**src/hdl/bcmsr_pkg.sv**
```systemverilog
/*
 * Package for the bus controller message status and retry block: timing
 * figures, retry count encodings, message kinds and the carrier structs.
 * Assumes a 10 MHz reference clock.
 */
package bcmsr_pkg;

	localparam int          CLK_PERIOD_NS      = 100;
	localparam int          MIN_RESP_TIME_NS   = 4000;
	localparam int          DEAD_TIME_NS       = 2000;
	localparam int          MIN_RESP_CYCLES    = (MIN_RESP_TIME_NS + CLK_PERIOD_NS - 1) / CLK_PERIOD_NS;
	localparam int          RESP_CNT_W         = 8;
	localparam logic [1:0]  RETRY_NONE         = 2'h0;
	localparam logic [1:0]  RETRY_ONE          = 2'h1;
	localparam logic [1:0]  RETRY_TWO          = 2'h2;
	localparam logic [1:0]  RETRY_MAX          = 2'h2;
	localparam int          MASK_LO            = 9;
	localparam int          MASK_HI            = 14;
	localparam int          CFG_RETRY_EN_BIT   = 12;
	localparam int          CFG_RETRY_STAT_BIT = 8;
	localparam int          CFG_GAP_CHECK_BIT  = 1;
	localparam int          CTRL_RETRY_EN_BIT  = 8;
	localparam logic [4:0]  RT_ADDR_RESET      = 5'h00;

	typedef enum logic [2:0] {
		BCMSR_KIND_BC_TO_RT  = 3'h0,
		BCMSR_KIND_RT_TO_BC  = 3'h1,
		BCMSR_KIND_RT_TO_RT  = 3'h2,
		BCMSR_KIND_MC_NODATA = 3'h3,
		BCMSR_KIND_MC_TX_DAT = 3'h4,
		BCMSR_KIND_MC_RX_DAT = 3'h5
	} bcmsr_kind_type;

	// One attempt's outcome, presented by the message engine with attempt_done.
	typedef struct packed {
		bcmsr_kind_type kind;
		logic           complete;
		logic           format_error;
		logic           other_error;
		logic           status_valid;
		logic [4:0]     status_rt_addr;
		logic [10:0]    status_bits;
	} bcmsr_attempt_type;

	// Status bits written back for the message when it ends.
	typedef struct packed {
		logic       retry_count_hi;
		logic       retry_count_lo;
		logic       good_transmit_block;
		logic       wrong_addr_or_gap;
		logic       masked_status_set;
	} bcmsr_status_type;

endpackage : bcmsr_pkg

```
**src/hdl/bcmsr_top.sv**
```systemverilog
/*
 * Message status and retry decision logic for the bus controller.
 * Assumes the message engine (same clock) pulses cmd_start_in when a command
 * word is sent, resp_sync_in at a response mid-sync, and attempt_done_in once
 * per attempt with its outcome; this block answers retry or final status.
 */
`timescale 1ns/100ps
// Summary of operation
// - A message is retried on a format error when config bit 12 and control word bit 8 are set.
// - A message is retried on masked status set when config bits 12 and 8 and control bit 8 are set.
// - The two-bit retry count reports 00, 01 or 10 retries, and 11 is never produced.
// - Good transmit block is set when an error-free RT-to-BC or transmit mode code with data completes, or an RT-to-RT completes with its transmit part good.
// - Good transmit block is clear for BC-to-RT, mode codes without data and incomplete or invalid messages.
// - On RT-to-RT, good transmit block may stand together with the later error flag.
// - Wrong address or gap is set when the status word address differs from the commanded address.
// - With gap check on, wrong address or gap is set when response time is under 4 us (2 us dead time).
// - Masked status set is flagged when a status bit is set whose mask bit in control bits 14-9 is clear.
module bcmsr_top
	import bcmsr_pkg::*;
#(
	parameter int MIN_RESP_CNT = MIN_RESP_CYCLES
) (
	input  wire logic              ref_clk_in,
	input  wire logic              nrst_in,
	input  wire logic [15:0]       bc_config_in,
	input  wire logic [15:0]       msg_ctrl_in,
	input  wire logic [4:0]        cmd_rt_addr_in,
	input  wire logic              cmd_start_in,
	input  wire logic              resp_sync_in,
	input  wire logic              tx_part_ok_in,
	input  wire logic              attempt_done_in,
	input  wire bcmsr_attempt_type attempt_in,
	output logic                   retry_out,
	output logic                   msg_done_out,
	output bcmsr_status_type       status_out
);

	logic [1:0]            retries_r;
	logic [1:0]            retries_nxt;
	logic [RESP_CNT_W-1:0] resp_cnt_r;
	logic [RESP_CNT_W-1:0] resp_cnt_nxt;
	logic                  gap_short_r;
	logic                  gap_short_nxt;
	logic [4:0]            cmd_addr_r;
	logic [4:0]            cmd_addr_nxt;
	logic                  retry_r;
	logic                  done_r;
	bcmsr_status_type      status_r;
	bcmsr_status_type      status_nxt;
	bcmsr_status_type      status_fin;

	// Mask bits 14 down to 9 cover status bits 10 down to 5 one to one; a clear
	// mask bit means that status bit is watched.
	wire logic [5:0] mask_bits      = msg_ctrl_in[MASK_HI:MASK_LO];
	wire logic [5:0] watched_bits   = attempt_in.status_bits[10:5];
	wire logic       mstat_hit      = attempt_in.status_valid
	                                  && |(watched_bits & ~mask_bits);
	wire logic       retry_en       = bc_config_in[CFG_RETRY_EN_BIT]
	                                  && msg_ctrl_in[CTRL_RETRY_EN_BIT];
	wire logic       retry_fe       = retry_en && attempt_in.format_error;
	wire logic       retry_ms       = retry_en && bc_config_in[CFG_RETRY_STAT_BIT]
	                                  && mstat_hit;
	wire logic       can_retry      = (retries_r != RETRY_MAX);
	wire logic       do_retry       = attempt_done_in && (retry_fe || retry_ms) && can_retry;
	wire logic       finish         = attempt_done_in && !do_retry;
	wire logic       addr_bad       = attempt_in.status_valid
	                                  && (attempt_in.status_rt_addr != cmd_addr_r);
	wire logic       gap_bad        = bc_config_in[CFG_GAP_CHECK_BIT] && gap_short_r;
	wire logic       tx_kind        = (attempt_in.kind == BCMSR_KIND_RT_TO_BC)
	                                  || (attempt_in.kind == BCMSR_KIND_MC_TX_DAT);
	wire logic       clean          = attempt_in.complete && !attempt_in.format_error
	                                  && !attempt_in.other_error;
	// RT-to-RT judges only its transmit part, so a later receive-side error
	// can stand beside the good flag.
	wire logic       rtrt_good      = (attempt_in.kind == BCMSR_KIND_RT_TO_RT)
	                                  && attempt_in.complete && tx_part_ok_in;
	wire logic       good_blk       = (tx_kind && clean) || rtrt_good;
	// The count is one at the first edge after the command, so at a response
	// sync it holds the whole cycles elapsed, which is what the gap rule measures.
	// It saturates instead of wrapping, so MIN_RESP_CNT must stay below its top.
	wire logic       resp_cnt_full  = (resp_cnt_r == '1);
	wire logic       resp_early     = resp_cnt_r < RESP_CNT_W'(MIN_RESP_CNT);
	wire logic       sync_short     = resp_sync_in && resp_early;

	// Fields of the status written when the message ends.
	wire logic       fin_count_hi   = retries_r[1];
	wire logic       fin_count_lo   = retries_r[0];
	wire logic       fin_good       = good_blk;
	wire logic       fin_wag        = addr_bad || gap_bad;
	wire logic       fin_masked     = mstat_hit;

	assign retries_nxt   = do_retry ? retries_r + 2'h1 : (finish ? RETRY_NONE : retries_r);
	assign resp_cnt_nxt  = cmd_start_in  ? RESP_CNT_W'(1)
	                     : resp_cnt_full ? resp_cnt_r
	                     :                 resp_cnt_r + RESP_CNT_W'(1);
	assign gap_short_nxt = cmd_start_in ? 1'b0 : (gap_short_r || sync_short);
	assign cmd_addr_nxt  = cmd_start_in ? cmd_rt_addr_in : cmd_addr_r;
	assign status_fin    = {fin_count_hi, fin_count_lo, fin_good, fin_wag, fin_masked};
	// Status holds between message ends, so a reader always sees the last message.
	assign status_nxt    = finish ? status_fin : status_r;

	// Every state element is one reset register, so all share one reset style.
	bcmsr_dreg #(
		.WIDTH       (2),
		.RESET_VALUE (RETRY_NONE)
	) i_bcmsr_dreg_retries (
		.ref_clk_in (ref_clk_in),
		.nrst_in    (nrst_in),
		.d_in       (retries_nxt),
		.q_out      (retries_r)
	);

	bcmsr_dreg #(
		.WIDTH       (RESP_CNT_W),
		.RESET_VALUE ('0)
	) i_bcmsr_dreg_resp_cnt (
		.ref_clk_in (ref_clk_in),
		.nrst_in    (nrst_in),
		.d_in       (resp_cnt_nxt),
		.q_out      (resp_cnt_r)
	);

	bcmsr_dreg #(
		.WIDTH       (1),
		.RESET_VALUE (1'b0)
	) i_bcmsr_dreg_gap_short (
		.ref_clk_in (ref_clk_in),
		.nrst_in    (nrst_in),
		.d_in       (gap_short_nxt),
		.q_out      (gap_short_r)
	);

	bcmsr_dreg #(
		.WIDTH       (5),
		.RESET_VALUE (RT_ADDR_RESET)
	) i_bcmsr_dreg_cmd_addr (
		.ref_clk_in (ref_clk_in),
		.nrst_in    (nrst_in),
		.d_in       (cmd_addr_nxt),
		.q_out      (cmd_addr_r)
	);

	// The answer is registered, so it follows the attempt by exactly one edge.
	bcmsr_dreg #(
		.WIDTH       (1),
		.RESET_VALUE (1'b0)
	) i_bcmsr_dreg_retry (
		.ref_clk_in (ref_clk_in),
		.nrst_in    (nrst_in),
		.d_in       (do_retry),
		.q_out      (retry_r)
	);

	bcmsr_dreg #(
		.WIDTH       (1),
		.RESET_VALUE (1'b0)
	) i_bcmsr_dreg_done (
		.ref_clk_in (ref_clk_in),
		.nrst_in    (nrst_in),
		.d_in       (finish),
		.q_out      (done_r)
	);

	// Status changes only at a message end, in the same cycle as the done pulse.
	bcmsr_dreg #(
		.WIDTH       ($bits(bcmsr_status_type)),
		.RESET_VALUE ('0)
	) i_bcmsr_dreg_status (
		.ref_clk_in (ref_clk_in),
		.nrst_in    (nrst_in),
		.d_in       (status_nxt),
		.q_out      (status_r)
	);

	assign retry_out    = retry_r;
	assign msg_done_out = done_r;
	assign status_out   = status_r;

endmodule : bcmsr_top

// One register with asynchronous reset to a fixed value.
// Keeping every flip-flop in this shape leaves no room for a reset branch
// that reads anything but a constant.
module bcmsr_dreg
	import bcmsr_pkg::*;
#(
	parameter int               WIDTH       = 1,
	parameter logic [WIDTH-1:0] RESET_VALUE = '0
) (
	input  wire logic             ref_clk_in,
	input  wire logic             nrst_in,
	input  wire logic [WIDTH-1:0] d_in,
	output logic      [WIDTH-1:0] q_out
);

	always_ff @(posedge ref_clk_in or negedge nrst_in) begin
		if (!nrst_in) begin
			q_out <= RESET_VALUE;
		end else begin
			q_out <= d_in;
		end
	end

endmodule : bcmsr_dreg

```
**config.mk**
```make
export PLATFORM = sky130hd
export DESIGN_NAME = bcmsr_top
export DESIGN_NICKNAME = d
export VERILOG_FILES = /design/src/hdl/bcmsr_pkg.sv /design/src/hdl/bcmsr_top.sv
export SDC_FILE = /design/constraint.sdc
export NUM_CORES = 1
export LEC_CHECK = 0
export ABC_AREA = 1
export BUFFER_PORTS_ARGS = -buffer_cell sky130_fd_sc_hd__buf_2
export CORE_MARGIN = 2
export CORE_UTILIZATION = 35
export DETAILED_ROUTE_END_ITERATION = 10
export HOLD_SLACK_MARGIN = 0.03
export PLACE_DENSITY_LB_ADDON = 0.12
export SYNTH_ARGS = -nofsm -noshare
export SYNTH_HDL_FRONTEND = slang
export SYNTH_HIERARCHICAL = 1
export SYNTH_SLANG_ARGS = --single-unit
```
**constraint.sdc**
```tcl
create_clock -name ref_clk_in -period 1.79 [get_ports ref_clk_in]
set_clock_uncertainty 0.2 [all_clocks]
set_input_delay 0.179 -clock ref_clk_in [delete_from_list [all_inputs] [get_ports ref_clk_in]]
set_output_delay 0.179 -clock ref_clk_in [all_outputs]
set_load 0.02 [all_outputs]
```
==> run metrics, run 1 <==
IO Pins 73; final setup margin 43.3 ps; final-report hold violation count 0; Final Core Density 52.8%; final cell count without fillers between 200 and 300; Filler Cells Inserted around 340; Worst Hold Class input pin to flop; Tcrit/Tclk final between 90% and 100%; CP endpoint kind flop; total wire length 2720 um; via count 1175; switching share of power 28.1%; chip width 62.7 um; DRT iter0 DRCs 37; most common cell after layout, fill and taps aside nand2_1; Avg Inst Size Synth 8.10 sq um; # clock sinks 23; grt ovf 0; largest net degree at the start of global routing 24; final net count 290; commonest cells after routing, fill and taps aside 48 x nand2_1, 45 x buf_2, 23 x dfrtp_1; Core Area 3310 sq um; met3 wire len 142 um; net switching power 0.296 mW; placed cell areas 1490 sq um; critical setup path kind input pin to flop; minimum clock period around 1700 ps; CTS H-tree depth 1; Pwr per Cell Area 602 nW/um^2; Total GRT Usage 15.3%; Synth Warn # 6; Setup-failing EPs final 0; Vias/cell ~4.4; outcome completed; remaining antenna violation count 0; Synth top area share 47.7%; Top Metal Used met4; Synth area leaders dfrtp_1 48%, nand2_1 15%, inv_1 5.6%; Pwr Total 1.05 mW; # DRC 0; register area about 580 sq um; startpoint type of the worst setup path input pin; DR pass1 iterations 4; Max Freq about 0.57 GHz; slowest CP cell dlygate4sd3_1; Cell Int Power 0.756 mW; port bufs 45; Pleak 0.958 nW; Distinct cells, synth 23; WL met2 1390 um; CP peak stage delay 550 ps; Req. time, crit path 1860 ps; RePlAce Congestion 0.837; sequential power share a little over half; Worst Path Arrival 1810 ps; Die H 62.7 um; FF+latch count, synth 23; max_cap viols 0; clk root buf clkbuf_4; vias in the first global route 1172; CTS tree built; Slew @ Worst Pin between 500 and 600 ps; CTS buffer count 3; die area 3930 sq um; initial core utilization 36.4%; area leader, netlist dfrtp_1; part of the power in the clock network between 20% and 30%; worst vdd ir 321 uV; Worst Path Buf+Inv 3; Post-DP HPWL between 1500 and 2000 um; clk buf depth 2; fraction of layout cells with a size suffix above 1 28.5%; FP Rows 21; wire length on met1 1180 um; Max Transition Viols Final 0; post-route cell area 1750 sq um; Synthesized Nets 217; Mapped Area 1210 sq um; Avg WL per Cell a little over 10 um; register area share after synthesis 47.7%; CP cell instances dlygate4sd3_1 > buf_2 > nand2_1 > dlygate4sd3_1 > a211oi_1 > nand3_1 > nand2_1; Reg clk slew, reported paths roughly 130 ps; Rel. slew slack 65.3%; global-route wire length before repair 4860 um; clk_lat worst skew 310 ps; cell count after placement between 200 and 250; combinational share of power between 20 and 25%; antenna diode instance count 0; cell family with most CP delay buffers and inverters; area of the multi-input gates ~550 sq um; layout overhead on the synthesized area 44.9%; dpl ws ~56 ps; crit-path max FO 1; initial antenna violation count 0; Post-Synthesis Cells 149
stage by stage:
step                setup TNS (ps)  hold WS [ps]
finish                           0          66.6
global route                 -18.6          82.9
CTS                              0          38.0
detailed placement               0         -15.9
global placement                 0         -13.1
floorplan                        0          -317
state kept, by name, indices dropped and copies added (netlist names):
register,cells
i_bcmsr_dreg_cmd_addr/q_out,5
i_bcmsr_dreg_done/q_out,1
i_bcmsr_dreg_gap_short/q_out,1
i_bcmsr_dreg_resp_cnt/q_out,8
i_bcmsr_dreg_retries/q_out,2
i_bcmsr_dreg_retry/q_out,1
i_bcmsr_dreg_status/q_out,5
synthesized netlist by cell type, drive strengths merged:
| master | instances |
|---|---|
| a21oi | 5 |
| dfrtp | 23 |
| ha | 2 |
| nand2 | 50 |
| nor2 | 15 |
| clkbuf | 1 |
| nand4 | 1 |
| xor2 | 5 |
| nor4 | 1 |
| a21boi | 1 |
| nor3 | 3 |
| nor3b | 1 |
| a211oi | 1 |
| inv | 20 |
| o21ai | 7 |
| xnor2 | 3 |
| nand3 | 10 |
power groups by stage:
stage,Sequential (mW),Combinational (mW),Clock (mW)
2_1_floorplan,0.599,0.0899,0
5_1_grt,0.581,0.261,0.284
6_report,0.576,0.232,0.245
3_3_place_gp,0.585,0.184,0
3_5_place_dp,0.587,0.189,0
4_1_cts,0.576,0.225,0.254
worst reg2reg max path, stage by stage, from the launching register on:
cell     delay (ps)
dfrtp_1         400
ha_2            210
nand3_2         120
nor3b_4         230
nand3_2         170
inv_2           120
nor2_2           40
nor2_2           60
nand2_1          50
layer usage:
| metal | vias to the layer above | track usage [%] |
|---|---|---|
| li1 | 608 | - |
| met1 | 534 | 18.1 |
| met2 | 31 | 28.6 |
| met3 | 2 | 3.96 |
| met4 | 0 | 1.67 |
| met5 | - | 0 |
timing repair:
item | 4_1_cts | 5_1_grt
endpoints found under the setup margin | 0 | 3
hold buffers | 21 | 0
hold endpoints to repair | 39 | 0
setup buffers | 0 | 3
gates resized for setup | 0 | 1
layout make-up:
cell class | instances | area share, %
flip-flops and latches | 23 | 32.9
multi-input cells | 105 | 31.7
repair buffers | 69 | 26.2
inverters | 20 | 4.29
well taps | 46 | 3.29
clock buffers | 3 | 1.29
clock inverters | 1 | 0.286
cell families (layout without fill, tap and decap cells):
kind of cell / Yosys count / after routing / synth area share, %
xor gates and xnor gates: 8 / 8 / 5.81
adders and majority gates: 2 / 2 / 2.07
DFF: 23 / 23 / 47.7
buffers and inverters: 21 / 93 / 6.53
AOI/OAI and AO/OA: 14 / 14 / 6.22
and+or+nand+nor: 81 / 81 / 31.6
final timing paths:
check,start,end,slack (ps),cells after the start
min in group asynchronous,nrst_in,i_bcmsr_dreg_status/q_out[2],150,2
max reg2reg,i_bcmsr_dreg_resp_cnt/q_out[1],i_bcmsr_dreg_resp_cnt/q_out[0],100,8
max in group asynchronous,nrst_in,i_bcmsr_dreg_cmd_addr/q_out[2],890,2
max,tx_part_ok_in,i_bcmsr_dreg_status/q_out[2],40,7
min reg2reg,i_bcmsr_dreg_status/q_out[4],i_bcmsr_dreg_status/q_out[4],290,2
min,attempt_in[18],i_bcmsr_dreg_retry/q_out,70,5
Note: power is estimated with default switching activity, not from simulation.
==> inputs of run 2 (changes only) <==
Settings changed: ABC_AREA 1 to default.
==> run metrics, run 2 <==
Max Transition Viols Final 0 (unchanged); share of flip-flops with an asynchronous set or reset 100% (unchanged); Tcrit/Tclk final 95.4% (was 97.6%); die area 3860 sq um (was 3930 sq um); Pwr per Cell Area 633 nW/um^2 (was 602 nW/um^2); register area 576 sq um (unchanged); via count 1002 (was 1175); critical setup path kind flop to flop (was input pin to flop); met3 usage 1.63% (was 3.96%); leading registers by flop count i_bcmsr_dreg_resp_cnt/q_out x8, i_bcmsr_dreg_cmd_addr/q_out x5, i_bcmsr_dreg_status/q_out x5 (unchanged); # clock sinks 23 (unchanged); Synthesized Nets 173 (was 217); unrepaired setup endpoints after global routing false; worst reg2reg path startpoint i_bcmsr_dreg_retries/q_out[0] (was i_bcmsr_dreg_resp_cnt/q_out[1]); DRT iter0 DRCs 54 (was 37); remaining antenna violation count 0 (unchanged); worst vdd ir 229 uV (was 321 uV); layout overhead on the synthesized area 40.7% (was 44.9%); clk buf depth 2 (unchanged); most common cell after layout, fill and taps aside buf_2 (was nand2_1); Req. time, crit path 1790 ps (was 1860 ps); max reg flops 8 (unchanged); startpoint type of the worst setup path flop (was input pin); Pleak 0.818 nW (was 0.958 nW); FP Rows 21 (unchanged); port bufs 45 (unchanged); Worst Path Buf+Inv 1 (was 3); GRT met2 Usage 24.3% (was 28.6%); Filler Cells Inserted 300 (was 342); CP cell instances inv_1 > ha_2 > nor2_4 > nand3_2 > o211a_4 > mux2_4 (was dlygate4sd3_1 > buf_2 > nand2_1 > dlygate4sd3_1 > a211oi_1 > nand3_1 > nand2_1); global-route wire length before repair 4330 um (was 4860 um); total wire length 2490 um (was 2720 um); grt ovf 0 (unchanged); hold slack 58.7 ps (was 66.6 ps); chip width 62.1 um (was 62.7 um); dpl ws -6.77 ps (was 56.4 ps); CTS H-tree depth 1 (unchanged); Die H 62.1 um (was 62.7 um); vias in the first global route 992 (was 1172); Max Freq 0.586 GHz (was 0.573 GHz); Worst Path Arrival 1710 ps (was 1810 ps); Pwr Total 1.05 mW (about the same); Setup-failing EPs final 0 (unchanged); FF+latch count, synth 23 (unchanged); final setup margin 82.1 ps (was 43.3 ps); commonest cells after routing, fill and taps aside 45 x buf_2, 23 x dfrtp_1, 12 x dlygate4sd3_1 (was 48 x nand2_1, 45 x buf_2, 23 x dfrtp_1); minimum clock period 1710 ps (was 1750 ps); Distinct cells, synth 37 (was 23); count of flip-flops with a built-in enable after synthesis 0 (unchanged); Post-Synthesis Cells 105 (was 149); Rel. slew slack 66.7% (was 65.3%); area leader, netlist dfrtp_1 (unchanged); clk root buf clkbuf_4 (unchanged); Crit. Startpoint i_bcmsr_dreg_retries/q_out[0] (was tx_part_ok_in); final-report hold violation count 0 (unchanged); clk_lat worst skew 300 ps (was 310 ps); Synth Warn # 6 (unchanged); most used flip-flop cell after synthesis dfrtp_1 (unchanged); antenna diode instance count 0 (unchanged); RePlAce Congestion 0.703 (was 0.837); Core Area 3280 sq um (was 3310 sq um); Slew @ Worst Pin 500 ps (was 521 ps); R2R setup slack 80 ps (was 100 ps); fraction of layout cells with a size suffix above 1 43.5% (was 28.5%); initial antenna violation count 0 (unchanged); Biggest register i_bcmsr_dreg_resp_cnt/q_out (unchanged); IO Pins 73 (unchanged); DR pass1 iterations 4 (unchanged); met1 usage 17.3% (was 18.1%); Worst Hold Class input pin to flop (unchanged); crit-path max FO 5 (was 1); max_cap viols 0 (unchanged); register area share after synthesis 48.7% (was 47.7%); Mapped Area 1180 sq um (was 1210 sq um); Avg WL per Cell 11.5 um (was 10.2 um); Final Core Density 50.7% (was 52.8%); Synth top area share 48.7% (was 47.7%); slowest CP cell dfrtp_1 (was dlygate4sd3_1); largest net degree at the start of global routing 24 (unchanged); # DRC 0 (unchanged); top post-synthesis cells by count 23 x dfrtp_1, 9 x inv_1, 5 x mux2_2, 5 x nand2_1, 5 x nand3_1 (was 48 x nand2_1, 23 x dfrtp_1, 18 x inv_1); CP endpoint kind flop (unchanged); gr busiest metal met2 (unchanged); CP peak stage delay 360 ps (was 550 ps); initial core utilization 36.0% (was 36.4%); CTS tree built (unchanged); Total GRT Usage 13.9% (was 15.3%); Synth area leaders dfrtp_1 49%, mux2_4 5.1%, mux2_2 4.8% (was dfrtp_1 48%, nand2_1 15%, inv_1 5.6%); CTS buffer count 3 (unchanged); launch point of the worst hold path attempt_in[17] (was attempt_in[18]); Vias/cell 4.64 (was 4.40); Reg clk slew, reported paths 120 ps (was 130 ps); setup TNS 0 ps (unchanged); cell family with most CP delay flip-flops (was buffers and inverters); outcome completed (unchanged); top-count cell post-synth dfrtp_1 (was nand2_1); area of the multi-input gates 573 sq um (was 554 sq um); Post-DP HPWL 1810 um (was 1920 um); final net count 239 (was 290); Avg Inst Size Synth 11.3 sq um (was 8.10 sq um)
-- run 2: metrics by stage --
stage	std cells	cell area [sq um]
after floorplan	105	1180
after global placement	199	1490
after detailed placement	199	1490
after CTS	215	1640
after global routing	216	1660
final	216	1660
-- run 2: final timing paths --
kind | endpoint | cells past startpoint
min reg2reg | i_bcmsr_dreg_status/q_out[0] | 1
min | i_bcmsr_dreg_status/q_out[2] | 4
max | i_bcmsr_dreg_status/q_out[1] | 6
min in group asynchronous | i_bcmsr_dreg_resp_cnt/q_out[3] | 2
max reg2reg | i_bcmsr_dreg_status/q_out[1] | 6
max in group asynchronous | i_bcmsr_dreg_cmd_addr/q_out[1] | 2
-- run 2: layout make-up --
class | count | area share [%]
Clock buffer | 4 | 1.58
Inverter | 9 | 2.03
Multi-Input combinational cell | 70 | 34.4
Sequential cell | 23 | 34.6
Tap cell | 46 | 3.46
Timing Repair Buffer | 64 | 23.9
-- run 2: repair_timing --
action | in CTS | in global routing
buffers inserted | 0 | 1
resized for setup | 2 | 3
hold buffers | 12 | 0
endpoints found under the hold margin | 39 | 0
pin swaps | 0 | 2
endpoints found under the setup margin | 5 | 5
-- run 2: logic make-up (layout without fill, tap and decap cells) --
| group | count (synthesis) | count (layout) | synth area share [%] |
|---|---|---|---|
| multiplexers | 11 | 11 | 11.5 |
| AND/OR/NAND/NOR | 28 | 28 | 13.3 |
| XOR/XNOR | 8 | 8 | 5.93 |
| AO/OA/AOI/OAI | 21 | 21 | 13.9 |
| flip-flops | 23 | 23 | 48.7 |
| adder cells (fa/ha/maj) | 2 | 2 | 2.12 |
| buffers and inverters | 12 | 77 | 4.55 |
-- run 2: layer usage --
metal	part of all wire [%]	vias up
met5	0	-
met4	1.8	0
met3	4.1	4
met2	50	35
met1	44	457
li1	-	506
-- run 2: where the power goes --
part | switching (mW) | internal (mW)
Clock | 0.148 | 0.0870
Sequential | 0.0239 | 0.556
Combinational | 0.104 | 0.135
Total | 0.275 | 0.778
-- run 2: worst min-delay path: stages --
cell       delay (ps)
buf_2              70
a2111oi_0          40
o21ai_0           170
mux2i_1            80
==> inputs of run 3 (changes only) <==
Settings changed: CORE_ASPECT_RATIO from default to 0.75, CORE_UTILIZATION 35 to 25, SETUP_SLACK_MARGIN from default to 0.2.
==> run metrics, run 3 (synthesis results as in run 2) <==
setup TNS 0 ps (unchanged); remaining antenna violation count 0 (unchanged); fraction of layout cells with a size suffix above 1 48.8% (was 43.5%); RePlAce Congestion 0.778 (was 0.703); crit-path max FO 2 (was 5); Reg clk slew, reported paths 80 ps (was 120 ps); Avg WL per Cell 11.8 um (was 11.5 um); critical setup path kind flop to flop (unchanged); Post-DP HPWL 2030 um (was 1810 um); minimum clock period 1650 ps (was 1710 ps); Max Transition Viols Final 0 (unchanged); clk_lat worst skew 260 ps (was 300 ps); chip width 83.4 um (was 62.1 um); DR pass1 iterations 4 (unchanged); Max Freq 0.606 GHz (was 0.586 GHz); unrepaired setup endpoints after global routing true (was false); commonest cells after routing, fill and taps aside 45 x buf_2, 23 x dfrtp_1, 9 x dlygate4sd3_1, 9 x buf_4, 8 x inv_1 (was 45 x buf_2, 23 x dfrtp_1, 12 x dlygate4sd3_1); placed cell areas 1500 sq um (was 1490 sq um); Worst Path Arrival 1600 ps (was 1710 ps); # DRC 0 (unchanged); Vias/cell 4.40 (was 4.64); clk root buf clkbuf_8 (was clkbuf_4); Pleak 0.829 nW (was 0.818 nW); initial core utilization 26.3% (was 36.0%); initial antenna violation count 0 (unchanged); vias in the first global route 1028 (was 992); Die H 63.6 um (was 62.1 um); final-report hold violation count 0 (unchanged); layout overhead on the synthesized area 46.2% (was 40.7%); Biggest register i_bcmsr_dreg_resp_cnt/q_out (unchanged); post-route cell area 1730 sq um (was 1660 sq um); FP Rows 21 (unchanged); IO Pins 73 (unchanged); CP endpoint kind flop (unchanged); max_cap viols 0 (unchanged); Worst Hold Class input pin to flop (unchanged); Core Area 4490 sq um (was 3280 sq um); antenna diode instance count 0 (unchanged); CTS tree built (unchanged); Reg2Reg Depth 5 (was 6); via count 998 (was 1002); Pwr per Cell Area 663 nW/um^2 (was 633 nW/um^2); Setup-failing EPs final 0 (unchanged); outcome completed (unchanged); global-route wire length before repair 4750 um (was 4330 um); CTS H-tree depth 1 (unchanged); clk buf depth 2 (unchanged); startpoint type of the worst setup path flop (unchanged); DRT iter0 DRCs 31 (was 54); total wire length 2690 um (was 2490 um); # clock sinks 23 (unchanged); Slew @ Worst Pin 543 ps (was 500 ps); Tcrit/Tclk final 92.2% (was 95.4%); final net count 239 (unchanged); most common cell after layout, fill and taps aside buf_2 (unchanged); worst vdd ir 432 uV (was 229 uV); max reg flops 8 (unchanged); CTS buffer count 3 (unchanged); largest net degree at the start of global routing 24 (unchanged); die area 5300 sq um (was 3860 sq um); leading registers by flop count i_bcmsr_dreg_resp_cnt/q_out x8, i_bcmsr_dreg_cmd_addr/q_out x5, i_bcmsr_dreg_status/q_out x5 (unchanged); Req. time, crit path 1740 ps (was 1790 ps); Total GRT Usage 11.2% (was 13.9%); port bufs 45 (unchanged); Rel. slew slack 63.8% (was 66.7%); grt ovf 0 (unchanged); hold path depth 2 (was 4)
run 3: layout make-up:
type | instances | area (sq um)
clock buffers | 3 | 41.3
inverters | 9 | 33.8
fillers | 449 | 2760
well taps | 57 | 71.3
flip-flops and latches | 23 | 576
clock inverters | 1 | 5.00
multi-input cells | 70 | 608
repair buffers | 64 | 394
run 3: layer usage:
metal	wire (um)	part of all wire (%)	vias up	global-route usage, %
met3	175	6.5	2	3.67
met5	0	0	-	0
met4	17	0.63	0	2.42
met2	1310	49	28	19.8
li1	-	-	505	-
met1	1180	44	463	13.5
run 3: what timing repair did:
item                       4_1_cts  5_1_grt
setup buffers                    5        4
pin swaps                        4        4
hold buffers                     9        0
setup endpoints to repair       10        8
gates resized for setup          5        3
hold endpoints to repair        33        0
run 3: stage by stage:
stage / util, % / power, mW / hold WS [ps] / setup WS (ps) / cells
floorplan: - / 0.710 / -317 / 116 / 105
global placement: 33.3 / 0.795 / -9.25 / 18.3 / 205
detailed placement: 33.3 / 0.803 / -4.77 / 1.69 / 205
CTS: 37.6 / 1.16 / 74.5 / 85.0 / 223
global route: 38.5 / 1.23 / 77.2 / 65.6 / 227
finish: 38.5 / 1.15 / 74.0 / 139 / 227
run 3: path summary, 6_finish.rpt:
kind                                           startpoint  slack, ps                        endpoint
min in group asynchronous                         nrst_in        230  i_bcmsr_dreg_cmd_addr/q_out[3]
max                        i_bcmsr_dreg_cmd_addr/q_out[1]        140    i_bcmsr_dreg_status/q_out[1]
min reg2reg                  i_bcmsr_dreg_gap_short/q_out        310    i_bcmsr_dreg_gap_short/q_out
max in group asynchronous                         nrst_in        800    i_bcmsr_dreg_status/q_out[0]
min                                          cmd_start_in         70  i_bcmsr_dreg_resp_cnt/q_out[1]
max reg2reg                i_bcmsr_dreg_cmd_addr/q_out[1]        140    i_bcmsr_dreg_status/q_out[1]
run 3: power by group:
| part | leakage (nW) | internal, mW | switching [mW] | total (mW) |
|---|---|---|---|---|
| logic | 0.508 | 0.141 | 0.108 | 0.250 |
| registers | 0.295 | 0.556 | 0.0229 | 0.579 |
| clock network | 0.0255 | 0.155 | 0.163 | 0.318 |
| total | 0.829 | 0.852 | 0.294 | 1.15 |
run 3: critical path, cell delays in order, from the launching register on:
cell and delay, ps:
dfrtp_1 400, xor2_1 150, nor3_1 200, nand3_1 140, a22o_1 200, mux2_4 250
